<file path="config.mk">
export PLATFORM = sky130hd
export DESIGN_NAME = dihg_guard
export DESIGN_NICKNAME = d
export VERILOG_FILES = /design/src/rtl/dihg_pkg.sv /design/src/rtl/dihg_cls_if.sv /design/src/rtl/dihg_guard.sv /design/src/rtl/dihg_classify.sv
export SDC_FILE = /design/constraint.sdc
export NUM_CORES = 1
export LEC_CHECK = 0
export ABC_AREA = 1
export BUFFER_PORTS_ARGS = -buffer_cell sky130_fd_sc_hd__buf_4
export CORE_MARGIN = 8
export CORE_UTILIZATION = 56
export DETAILED_ROUTE_END_ITERATION = 6
export GPL_ROUTABILITY_DRIVEN = 0
export PLACE_DENSITY = 0.81
export SLEW_MARGIN = 40
export SYNTH_ARGS = -nofsm -noshare
export SYNTH_HDL_FRONTEND = slang
export SYNTH_SLANG_ARGS = --single-unit
</file>
<file path="constraint.sdc">
create_clock -name mclk -period 5.7 [get_ports mclk]
set_clock_uncertainty 0.15 [all_clocks]
set_input_delay 1.425 -clock mclk [delete_from_list [all_inputs] [get_ports mclk]]
set_output_delay 1.425 -clock mclk [all_outputs]
set_load 0.01 [all_outputs]
</file>
<file path="src/rtl/dihg_pkg.sv">
package dihg_pkg;
   // priority levels, 0 is the most urgent
   localparam int          DIHG_LVL_W          = 2;
   localparam int          DIHG_CNT_W          = 5;
   localparam int          DIHG_CYC_W          = 4;
   localparam int          DIHG_HALF_DIV_CYC   = 9;
   localparam int          DIHG_WORD_DIV_CYC   = 17;
   localparam int          DIHG_WINDOW_SPAN    = 2;
   localparam int          DIHG_MULTI_CYC_MIN  = 2;
   localparam logic [1:0]  DIHG_LVL0           = 2'h0;
   localparam logic [1:0]  DIHG_LVL1           = 2'h1;
   localparam logic [1:0]  DIHG_LVL2           = 2'h2;
   localparam logic [1:0]  DIHG_LVL3           = 2'h3;

   typedef enum logic [2:0] {
      DIHG_WHY_NONE,
      DIHG_WHY_RAM,
      DIHG_WHY_MULTI,
      DIHG_WHY_FLASH,
      DIHG_WHY_SUSPEND,
      DIHG_WHY_IRQ_REG
   } dihg_why_t;

   typedef enum logic [1:0] {
      DIHG_IDLE,
      DIHG_DIV,
      DIHG_GAP,
      DIHG_SUCC
   } dihg_state_t;
endpackage

</file>
<file path="src/rtl/dihg_cls_if.sv">
`timescale 1ns/100ps
interface dihg_cls_if;
   import dihg_pkg::*;
   logic [DIHG_CYC_W-1:0] succ_cycles;
   logic                  succ_flash_read;
   logic                  succ_suspends;
   logic                  succ_irq_reg_write;
   logic                  div_from_ram;
   logic                  second_class;
   dihg_why_t             why;

   modport classifier (
      input  succ_cycles, succ_flash_read, succ_suspends, succ_irq_reg_write, div_from_ram,
      output second_class, why
   );
   modport user (
      output succ_cycles, succ_flash_read, succ_suspends, succ_irq_reg_write, div_from_ram,
      input  second_class, why
   );
endinterface

</file>
<file path="src/rtl/dihg_guard.sv">
`timescale 1ns/100ps
// Contract
// - halfword and word unsigned divides are the only hazard-arming instructions.
// - hazard considered only inside a service routine with nesting re-enabled.
// - the instruction right after the divide must be second-class.
// - divide run from ram makes any successor second-class.
// - a request raised in the divide's last two cycles is late.
// - a second request must be held pending before the window.
// - branch between running and late routines must behave correctly.
// - acceptance uses four priority levels, 0 to 3.
// - only the listed running/suspended/late level combinations are affected.
// - successors taking two or more cycles are second-class.
// - successors reading code flash or its mirror are second-class.
// - status-word writes, mask/unmask, returns and skips are second-class.
// - writes to request, mask or priority flag registers are second-class.
module dihg_guard
   import dihg_pkg::*;
#(
   parameter int HALF_CYC = DIHG_HALF_DIV_CYC,
   parameter int WORD_CYC = DIHG_WORD_DIV_CYC
) (
   // clock and reset
   input  wire logic                  mclk,
   input  wire logic                  rst,
   input  wire logic                  ce,
   // execute pipeline
   input  wire logic                  instr_start,
   input  wire logic                  instr_done,
   input  wire logic                  unsigned_halfword_divide,
   input  wire logic                  unsigned_word_divide,
   input  wire logic                  instr_from_ram,
   input  wire logic [DIHG_CYC_W-1:0] instr_cycles,
   input  wire logic                  instr_flash_read,
   input  wire logic                  instr_suspends,
   input  wire logic                  instr_irq_reg_write,
   // interrupt priority controller
   input  wire logic                  isr_active,
   input  wire logic                  nest_enabled,
   input  wire logic [DIHG_LVL_W-1:0] run_level,
   input  wire logic                  pend_valid,
   input  wire logic [DIHG_LVL_W-1:0] pend_level,
   input  wire logic                  req_raise,
   input  wire logic [DIHG_LVL_W-1:0] req_level,
   // results
   output logic                       accept_hold,
   output logic                       release_pulse,
   output logic [DIHG_LVL_W-1:0]      late_level,
   output logic                       hazard_pulse,
   output dihg_why_t                  hazard_why,
   output logic                       div_busy
);
   dihg_cls_if cls ();

   dihg_state_t           state;
   logic [DIHG_CNT_W-1:0] cyc_cnt;
   logic [DIHG_CNT_W-1:0] div_len;
   logic                  div_ram;
   logic                  div_nested;
   logic                  late_seen;
   logic                  late_combo;
   logic                  is_div;
   logic                  window;

   // levels run 0..3 with 0 most urgent
   function automatic logic combo_hit(input logic [DIHG_LVL_W-1:0] a,
                                      input logic [DIHG_LVL_W-1:0] b,
                                      input logic [DIHG_LVL_W-1:0] c);
      logic hit;
      hit = 1'b0;
      case (a)
         DIHG_LVL0, DIHG_LVL1: hit = (b >= DIHG_LVL1) && (c == DIHG_LVL0);
         DIHG_LVL2:            hit = (b >= DIHG_LVL2) && (c <= DIHG_LVL1);
         default:              hit = 1'b0;
      endcase
      return hit;
   endfunction

   function automatic logic last_two(input logic [DIHG_CNT_W-1:0] cnt,
                                     input logic [DIHG_CNT_W-1:0] len);
      return (cnt + DIHG_CNT_W'(DIHG_WINDOW_SPAN) > len) && (cnt <= len);
   endfunction

   assign is_div = unsigned_halfword_divide | unsigned_word_divide;
   assign window = (state == DIHG_DIV) && last_two(cyc_cnt, div_len);

   assign cls.succ_cycles        = instr_cycles;
   assign cls.succ_flash_read    = instr_flash_read;
   assign cls.succ_suspends      = instr_suspends;
   assign cls.succ_irq_reg_write = instr_irq_reg_write;
   assign cls.div_from_ram       = div_ram;

   dihg_classify u_cls (
      .cls (cls)
   );

   // sequencing of the divide and its successor
   always_ff @(posedge mclk) begin
      if (rst) begin
         state <= DIHG_IDLE;
      end else if (ce) begin
         case (state)
            DIHG_IDLE: begin
               if (instr_start && is_div) begin
                  state <= DIHG_DIV;
               end
            end
            DIHG_DIV: begin
               if (cyc_cnt == div_len) begin
                  state <= DIHG_GAP;
               end
            end
            DIHG_GAP: begin
               if (instr_start) begin
                  state <= DIHG_SUCC;
               end
            end
            DIHG_SUCC: begin
               if (instr_done) begin
                  state <= DIHG_IDLE;
               end
            end
            default: state <= DIHG_IDLE;
         endcase
      end
   end

   // divide cycle count, cycle 1 is the start cycle
   always_ff @(posedge mclk) begin
      if (rst) begin
         cyc_cnt <= 5'h00;
         div_len <= 5'h00;
      end else if (ce) begin
         if (state == DIHG_IDLE && instr_start && is_div) begin
            cyc_cnt <= 5'h02;
            div_len <= unsigned_word_divide ? DIHG_CNT_W'(WORD_CYC)
                                            : DIHG_CNT_W'(HALF_CYC);
         end else if (state == DIHG_DIV) begin
            cyc_cnt <= cyc_cnt + 5'h01;
         end
      end
   end

   // context captured when the divide starts
   always_ff @(posedge mclk) begin
      if (rst) begin
         div_ram    <= 1'b0;
         div_nested <= 1'b0;
      end else if (ce) begin
         if (state == DIHG_IDLE && instr_start && is_div) begin
            div_ram    <= instr_from_ram;
            div_nested <= isr_active && nest_enabled;
         end
      end
   end

   // late request capture; start cycle counts as cycle 1
   always_ff @(posedge mclk) begin
      if (rst) begin
         late_seen  <= 1'b0;
         late_combo <= 1'b0;
         late_level <= 2'h0;
      end else if (ce) begin
         if (state == DIHG_IDLE) begin
            late_seen  <= 1'b0;
            late_combo <= 1'b0;
         end else if (window && req_raise && !late_seen) begin
            late_seen  <= 1'b1;
            late_level <= req_level;
            // suspended request must already be waiting
            late_combo <= div_nested && pend_valid &&
                          combo_hit(run_level, pend_level, req_level);
         end
      end
   end

   // hazard report when the successor is classified
   always_ff @(posedge mclk) begin
      if (rst) begin
         hazard_pulse <= 1'b0;
         hazard_why   <= DIHG_WHY_NONE;
      end else if (ce) begin
         hazard_pulse <= 1'b0;
         if (state == DIHG_GAP && instr_start && late_seen && late_combo &&
             cls.second_class) begin
            hazard_pulse <= 1'b1;
            hazard_why   <= cls.why;
         end
      end
   end

   // release of the deferred request after the successor ends
   always_ff @(posedge mclk) begin
      if (rst) begin
         release_pulse <= 1'b0;
      end else if (ce) begin
         release_pulse <= (state == DIHG_SUCC) && instr_done && late_seen;
      end
   end

   // holding every late request, not just flagged ones, keeps the fix simple
   // and costs at most one instruction of latency
   always_comb begin
      accept_hold = 1'b0;
      if (late_seen && (state == DIHG_DIV || state == DIHG_GAP || state == DIHG_SUCC)) begin
         accept_hold = 1'b1;
      end else if (window && req_raise) begin
         accept_hold = 1'b1;
      end
   end

   assign div_busy = (state == DIHG_DIV);
endmodule

</file>
<file path="src/rtl/dihg_classify.sv">
`timescale 1ns/100ps
module dihg_classify
   import dihg_pkg::*;
(
   dihg_cls_if.classifier cls
);
   // first matching cause is reported
   always_comb begin
      cls.second_class = 1'b1;
      if (cls.div_from_ram) begin
         cls.why = DIHG_WHY_RAM;
      end else if (cls.succ_cycles >= DIHG_CYC_W'(DIHG_MULTI_CYC_MIN)) begin
         cls.why = DIHG_WHY_MULTI;
      end else if (cls.succ_flash_read) begin
         cls.why = DIHG_WHY_FLASH;
      end else if (cls.succ_suspends) begin
         cls.why = DIHG_WHY_SUSPEND;
      end else if (cls.succ_irq_reg_write) begin
         cls.why = DIHG_WHY_IRQ_REG;
      end else begin
         cls.why          = DIHG_WHY_NONE;
         cls.second_class = 1'b0;
      end
   end
endmodule

</file>
==> results.ini <==
[clock_tree]
cts.sinks = 21
cts_resized = 0
root_buffer = clkbuf_4
cts_hold_buf = 0
numCtsBuffers = 3
cts_setup_buffers = 0
cts_buffer_depth = 2
htreeDepth = 1
clk_pin_slew_ns = 0.12
cts_tree = done
clk_latency_ns = 0.30

[finish]
final_nets = 260
diodes = 0
final_common_cell = nand2_1
regArea_um2 = 420
layout.cells.non_filler = 251
fillCellCount = 224
mostFrequentLayoutCells = nand2_1 (36), buf_4 (32), inv_1 (25), dfxtp_1 (21)
syn_to_final_growth_pct = 21.1
multi_input_area_um2 = 798
post_route_cells_drive_above_1_share_pct = 23.5
fin_area_um2 = 1640

[worst_setup_path]
rr_endpoint = late_level[1]
crit_type = flip-flop to output port
startpoint = cyc_cnt[1]
rr_startpoint = cyc_cnt[1]
endpoint_kind = output port
rrSetupSlack_ns = 3.46
arrival_ns = 2.22
worstPathRequired_ns = 4.12
crit_fanout = 7
rr_worst_depth = 11
cp-start-kind = flip-flop

[grt]
grt-ovfl-total = 0
grt_pass1_vias = 1225
grt.total_usage_pct = 15.2
grt_max_degree = 12
grt_pass1_wl_mm = 5.25
grt_antenna_before_repair = 0

[detailed_routing]
num_vias = 1304
drtPass1Iterations = 4
wirelength_mm = 3.17
first_iter_violations = 38
ant_nets = 0
route.detailed.drc = 0
via_per_inst = 5.20
wl_per_cell_um = 12.6

[floorplanning]
die_area_um2 = 4250
die_w_um = 65.2
die_h_um = 65.2
ioPinCount = 34
rows = 18
initial_core_util_pct = 56.7
core-area_um2 = 2390

[synth]
seq_area_frac_synth_pct = 31.1
avgSynthCellArea_um2 = 7.20
synth_cells = 188
ys_warn_count = 0
yosysUniqueCellTypes = 32
synth-seq-cells = 21
netlist_area_um2 = 1350
syn-num-nets = 226

[placement]
dp_hpwl_mm = 2.58
dp_cells = 247
dpl-instance-area_um2 = 1610
io_buffers = 32

[power]
power_leakage_uw = 0.000771
intPower_uw = 221
p_comb_share_pct = 29.2
swShare_pct = 33.3
max-vdd-ir-drop_uv = 151
pwr-share-clk_pct = 22.1
p_per_area_nw_per_um2 = 202
p_seq_share_pct = 48.8
switchingPower_uw = 110

[sta]
rsz0062_at_grt = no
finalMaxSlewViolations = 0
fin_crit_ns = 3.80
finalSetupViolCount = 0
hold_viol = 0
setup-tns-final_ns = 0
slew_headroom_pct = 75.1
fmax_mhz = 263
tightestPinTransition_ns = 0.373
min_period_over_period_pct = 66.6

[hold_path]
hold_end = hazard_why[0]
worstHoldStart = hazard_why[0]
hold_path_class = flip-flop to flip-flop
holdPathStages = 2

[run_status]
status = finished clean

[job]
maxCapViolCount = 0

state kept, by name, indices dropped and copies added, names as in the netlist:
register	flops
late_level	2
cyc_cnt	5
release_pulse	1
state	2
cls.div_from_ram	1
hazard_why	3
late_combo	1
div_len	3
late_seen	1
hazard_pulse	1
div_nested	1
worst max-delay path: stages, from the launching register on:
cell and delay (ns):
dfxtp_1 0.48, ha_1 0.27, xor2_1 0.17, ha_1 0.25
nand2_1 0.09, nor2_1 0.05, nor2_1 0.20, nand3_1 0.13
o21ai_0 0.12, buf_4 0.16
per-stage QoR:
step	hold slack, ns	total power (uW)	utilization [%]	worst slack, ns
after floorplan	0.283	230	-	2.23
after global placement	0.289	256	67.6	1.98
after detailed placement	0.305	260	67.6	1.97
after CTS	0.324	335	68.7	1.92
after global routing	0.342	354	68.7	1.70
final	0.319	331	68.7	1.90
worst max-delay path by stage:
stage | end | slack [ns] | depth (start not counted)
4_1_cts | accept_hold | 1.92 | 9
6_report | accept_hold | 1.90 | 9
3_5_place_dp | accept_hold | 1.97 | 6
3_3_place_gp | accept_hold | 1.98 | 6
5_1_grt | accept_hold | 1.70 | 9
2_1_floorplan | accept_hold | 2.23 | 4
cells in the mapped netlist:
master    count  area [um2]
nand2_2       1        6.26
nor3_1        2        10.0
o211ai_1      1        7.51
o21ai_4       1        16.3
nor2_1       17        63.8
nor3_4        1        16.3
a21oi_1      17        85.1
a31oi_1       2        12.5
inv_2         4        15.0
nor3_2        1        10.0
clkinv_1      2        7.51
inv_1        25        93.8
clkbuf_1      1        3.75
ha_1         13         163
nand3b_1      1        7.51
o21ai_1       6        30.0
buf_4         2        15.0
xor2_1        2        17.5
nand4_2       1        12.5
o22ai_1       1        6.26
dfxtp_1      21         420
nand3_2       1        10.0
nand2_1      36         135
nor2_2        1        6.26
or2_4         2        17.5
xnor2_1       1        8.76
nand4_1       1        6.26
nand2_4       1        11.3
nand4_4       1        21.3
o21ai_0       6        30.0
nand3_1      14        70.1
a21oi_2       2        17.5
kinds of logic (layout without fill, tap and decap cells):
logic type / count (synthesis) / in the layout / share of synthesized area, %
and+or+nand+nor: 81 / 81 / 29.9
AOI/OAI and AO/OA: 36 / 36 / 15.2
buffers and inverters: 34 / 67 / 9.98
DFF: 21 / 21 / 31.1
adders and majority gates: 13 / 13 / 12.0
xor gates and xnor gates: 3 / 3 / 1.94
layout make-up:
type | instances | share of cell area (%)
timing repair buffer | 32 | 14.7
sequential | 21 | 25.6
tap | 30 | 2.29
inverter | 31 | 7.10
multi-input combinational | 133 | 48.7
clock buffer | 4 | 1.60
layer usage:
metal  routed length [um]  track usage (%)  vias up  part of all wire [%]
li1                     -                -      676                     -
met1                 1360             17.1      595                    43
met2                 1640             27.1       29                    52
met3                  136             3.23        4                   4.3
met4                   32             5.99        0                   1.0
met5                    0                0        -                     0
power groups by stage:
stage | clock network, uW | registers, uW | logic [uW]
after floorplan | 0 | 163 | 66.9
after global placement | 0 | 164 | 91.9
after detailed placement | 0 | 164 | 95.7
after CTS | 76.7 | 161 | 96.6
after global routing | 83.5 | 163 | 108
final | 73.0 | 161 | 96.4
Power figures use the tool's default switching activity.
